File: src/logic/rsde_pkg.sv
// Constants and register map of the receive split descriptor engine
// Functional notes
// - Write byte count per buffer, zero if unused
// - Lengths include kept frame check bytes
// - Length 0 at 8.32, lengths 1-3 at 16.16
// - Header status: split flag, reserved, byte count
// - Small data portions may skip splitting
// - No parsing offload: no split, type zero
// - Split mode always reports valid packet type; here type zero if parsing off
// - Split puts exactly header bytes in buffer zero
// - IPv4/IPv6 plain split after L3 if fragmented
// - IPv4 L4/L5 types split, fragmented as 0x1
// - IPv4-in-IPv6 L4/L5 types split, fragmented as 0x3
// - IPv6 L4/L5 types split, fragmented as 0x5
// - Types 0x0, 0xE never split; sequential fill
// - Fragmented IPv6 header ends at fragment header
// - Empty store fetches on any tail advance
// - Prefetch needs occupancy, availability, idle bus
// - Oversized backlog fetch realigns next fetch
// - Never fetch at or beyond tail
// - Write back in chunks, or forced triggers
// - Threshold reached writes back regardless of alignment
// - Timer expiry flushes before interrupt; flush bit
// - Null non-split descriptors: done bit only
// - Write back completes before head advances
package rsde_pkg;
  // Register byte addresses
  localparam logic [7:0] ADDR_CTRL   = 8'h00;
  localparam logic [7:0] ADDR_BSIZE  = 8'h04;
  localparam logic [7:0] ADDR_THRESH = 8'h08;
  localparam logic [7:0] ADDR_RLEN   = 8'h0C;
  localparam logic [7:0] ADDR_TAIL   = 8'h10;
  localparam logic [7:0] ADDR_PDT    = 8'h14;
  localparam logic [7:0] ADDR_HEAD   = 8'h18;
  localparam logic [7:0] ADDR_STAT   = 8'h1C;
  // Control field positions
  localparam int CTRL_EXT_STATUS = 0;
  localparam int CTRL_DTYPE_LO   = 1;
  localparam int CTRL_PARSE_EN   = 3;
  localparam int CTRL_CRC_STRIP  = 4;
  localparam logic [1:0] DTYPE_SPLIT = 2'h1;
  localparam int PDT_FLUSH_BIT   = 31;
  // Threshold field positions
  localparam int TH_PREFETCH = 0;
  localparam int TH_HOSTAV   = 8;
  localparam int TH_WBACK    = 16;
  // Reset values
  localparam logic [31:0] CTRL_RST   = 32'h0000_0000;
  localparam logic [31:0] BSIZE_RST  = 32'h0000_0000;
  localparam logic [31:0] THRESH_RST = 32'h0000_0000;
  // Sizes: on-chip store and cache line in descriptors
  localparam logic [7:0] ONCHIP_MAX = 8'h10;
  localparam logic [7:0] CLINE_DESC = 8'h04;
  localparam logic [7:0] CLINE_MASK = 8'h03;
  localparam logic [15:0] CRC_BYTES = 16'h0004;
  localparam logic [15:0] SMALL_DATA = 16'h0010;
  // Header status layout
  localparam int HS_SPLIT = 15;
  // Packet type codes
  localparam logic [3:0] PT_L2      = 4'h0;
  localparam logic [3:0] PT_V4      = 4'h1;
  localparam logic [3:0] PT_V4_L4   = 4'h2;
  localparam logic [3:0] PT_46      = 4'h3;
  localparam logic [3:0] PT_46_L4   = 4'h4;
  localparam logic [3:0] PT_V6      = 4'h5;
  localparam logic [3:0] PT_V6_L4   = 4'h6;
  localparam logic [3:0] PT_V4_ISC  = 4'h7;
  localparam logic [3:0] PT_V4_NFS  = 4'h8;
  localparam logic [3:0] PT_46_ISC  = 4'h9;
  localparam logic [3:0] PT_46_NFS  = 4'hA;
  localparam logic [3:0] PT_V6_ISC  = 4'hB;
  localparam logic [3:0] PT_V6_NFS  = 4'hC;
  // Bus sequencer states, Gray along idle-fetch-writeback
  typedef enum logic [1:0] {
    RSDE_IDLE  = 2'h0,
    RSDE_FETCH = 2'h1,
    RSDE_WBACK = 2'h3
  } rsde_bus_e;
endpackage

File: src/logic/rsde_engine.sv
// Receive split descriptor engine: write-back fields, fetch and packing
`timescale 1ns/1ps
module rsde_engine (
  // Clock and reset
  input  wire logic        clk,
  input  wire logic        reset_n,
  // Register port
  input  wire logic [7:0]  reg_addr,
  input  wire logic [31:0] reg_wdata,
  input  wire logic        reg_wr,
  input  wire logic        reg_rd,
  output logic      [31:0] reg_rdata,
  // Packet from the receive parser
  input  wire logic        pkt_valid,
  input  wire logic        pkt_null_addr,
  input  wire logic [3:0]  pkt_type,
  input  wire logic        pkt_v4_frag,
  input  wire logic        pkt_v6_frag_ext,
  input  wire logic [9:0]  pkt_l3_end,
  input  wire logic [9:0]  pkt_l4_end,
  input  wire logic [9:0]  pkt_l5_end,
  input  wire logic [9:0]  pkt_frag_hdr_end,
  input  wire logic [15:0] pkt_len,
  output logic             pkt_ready,
  // Descriptor write-back fields
  output logic             res_valid,
  output logic             res_done_only,
  output logic [15:0]      res_len0,
  output logic [15:0]      res_len1,
  output logic [15:0]      res_len2,
  output logic [15:0]      res_len3,
  output logic [15:0]      res_hdr_status,
  output logic [3:0]       res_pkt_type,
  // Bus master requests
  input  wire logic        hi_prio_pending,
  output logic             fetch_req,
  output logic [15:0]      fetch_index,
  output logic [7:0]       fetch_count,
  input  wire logic        fetch_done,
  output logic             wb_req,
  output logic [15:0]      wb_index,
  output logic [7:0]       wb_count,
  input  wire logic        wb_done,
  // Receive timers and head
  input  wire logic        timer_expired,
  output logic             rx_irq,
  output logic [15:0]      head
);
  import rsde_pkg::*;

  // Buffer size in bytes, field in 128-byte units
  function automatic logic [15:0] buf_bytes(input logic [31:0] bs, input int i);
    buf_bytes = {1'b0, bs[8*i +: 8], 7'h00};
  endfunction

  // Descriptor ring distance, wrapping at ring length
  function automatic logic [15:0] ring_dist(input logic [15:0] from, input logic [15:0] to,
                                            input logic [15:0] len);
    if (to >= from) begin
      ring_dist = to - from;
    end else begin
      ring_dist = len - from + to;
    end
  endfunction

  // Software registers
  logic [31:0] ctrl;          // Format and offload control
  logic [31:0] bsize;         // Four buffer sizes
  logic [31:0] thresh;        // Prefetch, host and write-back thresholds
  logic [15:0] ring_len;      // Ring length in descriptors
  logic [15:0] tail;          // Tail in 16-byte blocks
  logic [15:0] pdt;           // Packet delay value, kept for readback
  logic [31:0] next_ctrl, next_bsize, next_thresh, next_rdata;
  logic [15:0] next_ring_len, next_tail, next_pdt;
  logic        sw_flush;      // Flush bit written this cycle

  // Engine state
  rsde_bus_e   bus, next_bus;
  logic [7:0]  onchip, next_onchip;   // Descriptors held on chip
  logic [7:0]  used, next_used;       // Used, not yet written back
  logic [15:0] fptr, next_fptr;       // Next descriptor to fetch
  logic [15:0] next_head;
  logic        flush_pend, next_flush_pend;
  logic        irq_pend, next_irq_pend;
  logic        next_fetch_req, next_wb_req, next_irq, next_ready;
  logic [15:0] next_fetch_index, next_wb_index;
  logic [7:0]  next_fetch_count, next_wb_count;

  // Result fields
  logic        next_res_valid, next_done_only;
  logic [15:0] next_len [4];
  logic [15:0] next_hs;
  logic [3:0]  next_ptype;

  wire split_mode = ctrl[CTRL_EXT_STATUS] &&
                    (ctrl[CTRL_DTYPE_LO +: 2] == DTYPE_SPLIT);
  wire parse_en   = ctrl[CTRL_PARSE_EN];
  wire consume    = pkt_valid && pkt_ready;

  // Register write decode and read mux
  always_comb begin
    next_ctrl     = ctrl;
    next_bsize    = bsize;
    next_thresh   = thresh;
    next_ring_len = ring_len;
    next_tail     = tail;
    next_pdt      = pdt;
    sw_flush      = 1'b0;
    next_rdata    = 32'h0000_0000;
    if (reg_wr) begin
      case (reg_addr)
        ADDR_CTRL:   next_ctrl     = reg_wdata;
        ADDR_BSIZE:  next_bsize    = reg_wdata;
        ADDR_THRESH: next_thresh   = reg_wdata;
        ADDR_RLEN:   next_ring_len = reg_wdata[15:0];
        ADDR_TAIL:   next_tail     = reg_wdata[15:0];
        ADDR_PDT: begin
          next_pdt = reg_wdata[15:0];
          sw_flush = reg_wdata[PDT_FLUSH_BIT];
        end
        default: next_ctrl = ctrl;   // Unmapped writes ignored
      endcase
    end
    if (reg_rd) begin
      case (reg_addr)
        ADDR_CTRL:   next_rdata = ctrl;
        ADDR_BSIZE:  next_rdata = bsize;
        ADDR_THRESH: next_rdata = thresh;
        ADDR_RLEN:   next_rdata = {16'h0000, ring_len};
        ADDR_TAIL:   next_rdata = {16'h0000, tail};
        ADDR_PDT:    next_rdata = {16'h0000, pdt};
        ADDR_HEAD:   next_rdata = {16'h0000, head};
        ADDR_STAT:   next_rdata = {fptr, used, onchip};
        default:     next_rdata = 32'h0000_0000;   // Unmapped reads zero
      endcase
    end
  end

  // Register storage
  always_ff @(posedge clk) begin
    if (!reset_n) begin
      ctrl      <= CTRL_RST;
      bsize     <= BSIZE_RST;
      thresh    <= THRESH_RST;
      ring_len  <= 16'h0000;
      tail      <= 16'h0000;
      pdt       <= 16'h0000;
      reg_rdata <= 32'h0000_0000;
    end else begin
      ctrl      <= next_ctrl;
      bsize     <= next_bsize;
      thresh    <= next_thresh;
      ring_len  <= next_ring_len;
      tail      <= next_tail;
      pdt       <= next_pdt;
      reg_rdata <= next_rdata;
    end
  end

  // Split decision and buffer lengths for one packet
  always_comb begin
    logic        do_split;
    logic [9:0]  header_byte_count;
    logic [15:0] stored, rem, take, cap;
    do_split = 1'b0;
    header_byte_count     = 10'h000;
    stored   = 16'h0000;
    rem      = 16'h0000;
    take     = 16'h0000;
    cap      = 16'h0000;
    // Frame check bytes count when they stay in memory
    stored = ctrl[CTRL_CRC_STRIP] ? pkt_len : pkt_len + CRC_BYTES;
    case (pkt_type)
      PT_V4: begin
        do_split = pkt_v4_frag;
        header_byte_count     = pkt_l3_end;
      end
      PT_V4_L4, PT_V4_ISC, PT_V4_NFS: begin
        do_split = 1'b1;
        if (pkt_v4_frag) begin
          header_byte_count = pkt_l3_end;
        end else begin
          header_byte_count = (pkt_type == PT_V4_L4) ? pkt_l4_end : pkt_l5_end;
        end
      end
      PT_46: begin
        do_split = pkt_v4_frag || pkt_v6_frag_ext;
        header_byte_count     = pkt_v6_frag_ext ? pkt_frag_hdr_end : pkt_l3_end;
      end
      PT_46_L4, PT_46_ISC, PT_46_NFS: begin
        do_split = 1'b1;
        if (pkt_v6_frag_ext) begin
          header_byte_count = pkt_frag_hdr_end;
        end else if (pkt_v4_frag) begin
          header_byte_count = pkt_l3_end;
        end else begin
          header_byte_count = (pkt_type == PT_46_L4) ? pkt_l4_end : pkt_l5_end;
        end
      end
      PT_V6: begin
        do_split = pkt_v6_frag_ext;
        header_byte_count     = pkt_frag_hdr_end;
      end
      PT_V6_L4, PT_V6_ISC, PT_V6_NFS: begin
        do_split = 1'b1;
        if (pkt_v6_frag_ext) begin
          header_byte_count = pkt_frag_hdr_end;
        end else begin
          header_byte_count = (pkt_type == PT_V6_L4) ? pkt_l4_end : pkt_l5_end;
        end
      end
      default: do_split = 1'b0;   // Types 0x0, 0xD, 0xE: no split
    endcase
    // Offload off or non-split format: never split
    if (!parse_en || !split_mode) begin
      do_split = 1'b0;
    end
    // Short data tail not worth a split; header must fit buffer zero
    if ({6'h00, header_byte_count} > stored || stored - {6'h00, header_byte_count} < SMALL_DATA ||
        {6'h00, header_byte_count} > buf_bytes(bsize, 0)) begin
      do_split = 1'b0;
    end
    rem = do_split ? stored - {6'h00, header_byte_count} : stored;
    // Fill buffers in order; untouched buffers report zero
    for (int i = 0; i < 4; i++) begin
      cap = buf_bytes(bsize, i);
      if (do_split && i == 0) begin
        take = {6'h00, header_byte_count};
      end else begin
        take = (rem < cap) ? rem : cap;
        rem  = rem - take;
      end
      next_len[i] = (pkt_null_addr && !split_mode) ? 16'h0000 : take;
    end
    // Header status: flag, reserved zeros, byte count
    next_hs = {do_split, 5'h00, do_split ? header_byte_count : 10'h000};
    next_ptype     = parse_en ? pkt_type : PT_L2;
    next_res_valid = consume;
    // Null padding only for non-split formats
    next_done_only = consume && pkt_null_addr && !split_mode;
  end

  // Result registers
  always_ff @(posedge clk) begin
    if (!reset_n) begin
      res_valid      <= 1'b0;
      res_done_only  <= 1'b0;
      res_len0       <= 16'h0000;
      res_len1       <= 16'h0000;
      res_len2       <= 16'h0000;
      res_len3       <= 16'h0000;
      res_hdr_status <= 16'h0000;
      res_pkt_type   <= 4'h0;
    end else begin
      res_valid      <= next_res_valid;
      res_done_only  <= next_done_only;
      res_len0       <= next_len[0];
      res_len1       <= next_len[1];
      res_len2       <= next_len[2];
      res_len3       <= next_len[3];
      res_hdr_status <= next_hs;
      res_pkt_type   <= next_ptype;
    end
  end

  // Fetch and write-back sequencer
  always_comb begin
    logic [15:0] tail_d, avail, cnt, free, misal, to_end;
    logic [7:0]  used_n, onchip_n, wth, cnt8;
    logic        wb_force, ring_end;
    tail_d   = split_mode ? {1'b0, tail[15:1]} : tail;
    avail    = ring_dist(fptr, tail_d, ring_len);
    free     = {8'h00, ONCHIP_MAX - onchip};
    misal    = 16'h0000;
    cnt      = 16'h0000;
    to_end   = ring_len - fptr;
    used_n   = used;
    onchip_n = onchip;
    wth      = {2'b00, thresh[TH_WBACK +: 6]};
    cnt8     = 8'h00;
    wb_force = 1'b0;
    ring_end = 1'b0;
    next_bus         = bus;
    next_fptr        = fptr;
    next_head        = head;
    next_fetch_req   = 1'b0;
    next_wb_req      = 1'b0;
    next_fetch_index = fetch_index;
    next_fetch_count = fetch_count;
    next_wb_index    = wb_index;
    next_wb_count    = wb_count;
    next_irq         = 1'b0;
    next_flush_pend  = flush_pend;
    next_irq_pend    = irq_pend;
    // Packet use moves a descriptor from store to used list
    if (consume) begin
      onchip_n = onchip_n - 8'h01;
      used_n   = used_n + 8'h01;
    end
    case (bus)
      RSDE_FETCH: begin
        if (fetch_done) begin
          onchip_n  = onchip_n + fetch_count;
          next_fptr = (fptr + {8'h00, fetch_count} >= ring_len) ?
                      fptr + {8'h00, fetch_count} - ring_len : fptr + {8'h00, fetch_count};
          next_bus  = RSDE_IDLE;
        end
      end
      RSDE_WBACK: begin
        if (wb_done) begin
          used_n    = used_n - wb_count;
          // Head moves only once the write-back landed
          next_head = (head + {8'h00, wb_count} >= ring_len) ?
                      head + {8'h00, wb_count} - ring_len : head + {8'h00, wb_count};
          next_bus  = RSDE_IDLE;
        end
      end
      RSDE_IDLE: begin
        ring_end = (head + {8'h00, used} >= ring_len) && (ring_len != 16'h0000);
        wb_force = flush_pend || ring_end || (wth != 8'h00 && used >= wth);
        if (used != 8'h00 && (wb_force || used >= CLINE_DESC)) begin
          // Full line normally; everything when forced
          next_wb_count = wb_force ? used : CLINE_DESC;
          next_wb_index = head;
          next_wb_req   = 1'b1;
          next_bus      = RSDE_WBACK;
        end else if (flush_pend) begin
          // Nothing left to write: release the interrupt now
          next_flush_pend = 1'b0;
          next_irq        = irq_pend;
          next_irq_pend   = 1'b0;
        end else if (avail != 16'h0000 && free != 16'h0000 &&
                     ((onchip == 8'h00) ||
                      (onchip <= {2'b00, thresh[TH_PREFETCH +: 6]} &&
                       avail >= {10'h000, thresh[TH_HOSTAV +: 6]} &&
                       !hi_prio_pending))) begin
          // Never past the tail, never past free space
          cnt = (avail < free) ? avail : free;
          if (avail > free) begin
            misal = (fptr + free) & {8'h00, CLINE_MASK};
            if (free > misal) begin
              cnt = free - misal;
            end
          end
          // Stop at ring end so the next fetch starts at base
          if (cnt > to_end) begin
            cnt = to_end;
          end
          cnt8             = cnt[7:0];
          next_fetch_count = cnt8;
          next_fetch_index = fptr;
          next_fetch_req   = 1'b1;
          // One sequencer keeps fetch behind any write-back
          next_bus         = RSDE_FETCH;
        end
      end
      default: next_bus = RSDE_IDLE;
    endcase
    // New flush causes win over the clear above
    if (timer_expired || sw_flush) begin
      next_flush_pend = 1'b1;
    end
    if (timer_expired) begin
      next_irq_pend = 1'b1;
    end
    next_onchip = onchip_n;
    next_used   = used_n;
    next_ready  = onchip_n != 8'h00;
  end

  // Sequencer registers
  always_ff @(posedge clk) begin
    if (!reset_n) begin
      bus         <= RSDE_IDLE;
      onchip      <= 8'h00;
      used        <= 8'h00;
      fptr        <= 16'h0000;
      head        <= 16'h0000;
      flush_pend  <= 1'b0;
      irq_pend    <= 1'b0;
      fetch_req   <= 1'b0;
      fetch_index <= 16'h0000;
      fetch_count <= 8'h00;
      wb_req      <= 1'b0;
      wb_index    <= 16'h0000;
      wb_count    <= 8'h00;
      rx_irq      <= 1'b0;
      pkt_ready   <= 1'b0;
    end else begin
      bus         <= next_bus;
      onchip      <= next_onchip;
      used        <= next_used;
      fptr        <= next_fptr;
      head        <= next_head;
      flush_pend  <= next_flush_pend;
      irq_pend    <= next_irq_pend;
      fetch_req   <= next_fetch_req;
      fetch_index <= next_fetch_index;
      fetch_count <= next_fetch_count;
      wb_req      <= next_wb_req;
      wb_index    <= next_wb_index;
      wb_count    <= next_wb_count;
      rx_irq      <= next_irq;
      pkt_ready   <= next_ready;
    end
  end
endmodule

File: config.mk
export PLATFORM = sky130hd
export DESIGN_NAME = rsde_engine
export DESIGN_NICKNAME = d
export VERILOG_FILES = /design/src/logic/rsde_pkg.sv /design/src/logic/rsde_engine.sv
export SDC_FILE = /design/constraint.sdc
export NUM_CORES = 1
export LEC_CHECK = 0
export BUFFER_PORTS_ARGS = -buffer_cell sky130_fd_sc_hd__buf_2
export CELL_PAD_IN_SITES_DETAIL_PLACEMENT = 1
export CELL_PAD_IN_SITES_GLOBAL_PLACEMENT = 2
export CORE_MARGIN = 5
export CORE_UTILIZATION = 35
export DETAILED_ROUTE_END_ITERATION = 8
export PLACE_DENSITY_LB_ADDON = 0.1
export SYNTH_ARGS = -nofsm -noshare
export SYNTH_HDL_FRONTEND = slang
export SYNTH_SLANG_ARGS = --single-unit
export TNS_END_PERCENT = 100
File: constraint.sdc
create_clock -name clk -period 20.2 [get_ports clk]
set_input_delay 1.01 -clock clk [delete_from_list [all_inputs] [get_ports clk]]
set_output_delay 1.01 -clock clk [all_outputs]
set_load 0.005 [all_outputs]
==> summary.md <==
| Metric | Value |
|---|---|
| Status | `finished clean` |
| Number of H-tree levels | `2` |
| Gpl congestion | `0.897` |
| Sequential power share | `0.228` |
| Clk buf depth | `3` |
| Post-CTS Setup Repair Bufs | `0` |
| VDD IR max | `just under 0.00007 V` |
| Max Cap Violations | `0` |
| Final Max Tran Viols | `0` |
| First-pass GRT wire length | `165000 um` |
| Critical path startpoint category | `input port` |
| Core area | `72600 um2` |
| DP Area | `about 28000 um2` |
| Arrival @ worst endpoint | `just under 20000 ps` |
| Mean Syn Cell Area | `7.76 um2` |
| Post-route ant nets | `0` |
| Num CTS Buffers | `46` |
| Die ar. | `78400 um2` |
| Final Power | `3.56 mW` |
| DR DRC count | `0` |
| Final hold vios | `0` |
| Synth cell types | `92` |
| Initial cell density of the core | `0.352` |
| Chip height | `roughly 280 um` |
| Clock-pin slew on the worst setup and hold paths | `around 60 ps` |
| Post-CTS Hold Buffers | `0` |
| Actual slew at the worst max-slew pin | `1160 ps` |
| Power Density | `121 nW/um2` |
| Final WS setup | `1520 ps` |
| Critical path endpoint category | `flip-flop` |
| Row Count | `99` |
| Top post-synthesis cells by area | `dfxtp_1, ha_1, nand2_1, a21oi_1, xnor2_1` |
| WHS Path Cells | `2` |
| IO Port Bufs | `292` |
| Post_cts resized | `0` |
| CTS tree | `done` |
| Post-synthesis cell area | `25500 um2` |
| Worst skew pair latency | `610 ps` |
| CP max stage delay | `970 ps` |
| Main flop type after synthesis | `dfxtp_1` |
| Yosys warns | `0` |
| Vias | `25300` |
| Ys async rst share | `0` |
| Largest net degree at the start of global routing | `89` |
| Clock power share | `0.250` |
| Post-synth EDFFs | `0` |
| Vias in the first global route | `26300` |
| Final setup viols | `0` |
| Slowest stage cell, crit path | `a211oi_2` |
| FILL cells | `8929` |
| Sequential area share after synthesis | `0.283` |
| Top-count cell post-synth | `nand2_1` |
| Wire per inst | `about 25 um` |
| Setup TNS | `0 ps` |
| Hpwl dp | `86500 um` |
| Initial antenna violation count | `8` |
| Place WS | `1000 ps` |
| Share of cells above drive strength 1 | `0.136` |
| Slew headroom | `0.227` |
| Combinational power share | `0.522` |
| DRT Wirelength | `roughly 110000 um` |
| Nets@finish | `3879` |
| NetSw | `1.54 mW` |
| Leakage power | `12.2 nW` |
| Crit path top cell by count | `o21ai_0` |
| CTS Sinks | `361` |
| Critical Path RT | `20740 ps` |
| Synth cell count leaders | `nand2_1, dfxtp_1, a21oi_1` |
| Synth Instances | `3287` |
| Tcrit/Tclk final | `0.925` |
| FF-to-FF path depth | `72` |
| Skew final | `20.0 ps` |
| DRT Pass-1 Iters | `6` |
| Overall Global Routing Usage | `0.270` |
| Fmax | `~0.054 GHz` |
| DRT iter0 DRCs | `around 1500` |
| Worst Path Max Fanout | `38` |
| Final core occ | `0.406` |
| RSZ-0062 raised after global routing | `no` |
| Seq cells post-synth | `361` |
| Internal power | `2.02 mW` |
| Design Area, Final | `around 30000 um2` |
| Hold Path Class | `flip-flop to flip-flop` |
| Root buf cell | `clkbuf_16` |
| Fin crit period | `18680 ps` |
| GRT Residual Overflow | `0` |
| Via/cell ratio | `5.61` |
| Synthesis-to-finish area growth | `15.5%` |
| Synth top area share | `0.283` |
| Die width | `~280 um` |
| Sw frac | `0.433` |
| Critical path type | `input port to flip-flop` |
| Io pins | `298` |
| Cell taking the most area after synthesis | `dfxtp_1` |
-- registers in the layout, summed over array words and instances (netlist names), 32 cells and up --
signal / count
bsize: 32
ctrl: 32
reg_rdata: 32
thresh: 32
-- area by class of cell --
type                    count  area (um2)  area share
inverters                 223         842      0.0286
clock buffers              56        1250      0.0424
multi-input cells        2545       16800       0.571
flip-flops and latches    361        7230       0.245
repair buffers            331        1750      0.0595
clock inverters            26         373      0.0126
diodes                      4        10.0    0.000340
well taps                 959        1200      0.0407
-- worst max-delay path: cells and delay by family --
family / cells / cell delay [ps]
buffers and inverters: 6 / 1620
XOR/XNOR: 4 / 920
AO/OA/AOI/OAI: 34 / 7690
adder cells (fa/ha/maj): 9 / 2950
AND/OR/NAND/NOR: 23 / 4660
multiplexers: 1 / 320
-- power groups by stage --
stage / sequential (mW) / clock [mW] / combinational [mW]
2_1_floorplan: 0.792 / 0 / 1.34
3_3_place_gp: 0.824 / 0 / 1.79
3_5_place_dp: 0.825 / 0 / 1.84
4_1_cts: 0.810 / 0.908 / 1.86
5_1_grt: 0.814 / 0.932 / 2.08
6_report: 0.811 / 0.890 / 1.86
-- stage by stage --
| step | instances | hold slack [ps] |
|---|---|---|
| global route | 4503 | 465 |
| CTS | 4501 | 445 |
| finish | 4505 | 441 |
| global placement | 4419 | 422 |
| detailed placement | 4419 | 435 |
| floorplan | 3296 | 411 |
-- path summary, 6_finish.rpt --
path | to | from | slack, ps
setup / recovery | res_len3[0]$_SDFF_PP0_ | pkt_type[2] | 1520
hold / removal | rx_irq$_SDFF_PP0_ | irq_pend$_SDFFE_PN0P_ | 440
setup reg to reg | res_len3[0]$_SDFF_PP0_ | ctrl[4]$_SDFFE_PN0P_ | 3110
hold reg to reg | rx_irq$_SDFF_PP0_ | irq_pend$_SDFFE_PN0P_ | 440
-- routing by layer --
layer	track usage	part of all wire
met5	0	0.00044
met1	0.345	0.44
met2	0.475	0.48
met3	0.0359	0.041
met4	0.0869	0.036
-- layout by cell type, fill, tap and decap left out, types with 48 or more instances in the layout --
cell type  instances
o21ai_0          104
nand2_1          476
a21o_1            52
xor2_1            49
nor2b_1           48
mux2i_1           82
a21oi_1          338
xnor2_1          123
ha_1             247
a211oi_1          51
nor3_1            65
buf_2            292
dfxtp_1          361
inv_1            222
nor2_1           284
a22oi_1          102
-- cell families after synthesis --
| family | after synthesis | share of synthesized area |
|---|---|---|
| fa+ha+maj | 259 | 0.131 |
| flops | 361 | 0.283 |
| xor+xnor | 173 | 0.0600 |
| mux | 114 | 0.0464 |
| buf+inv | 390 | 0.0606 |
| other cells | 2 | 0.000294 |
| compound gates | 861 | 0.217 |
| simple gates | 1127 | 0.202 |
Power figures use the tool's default switching activity.
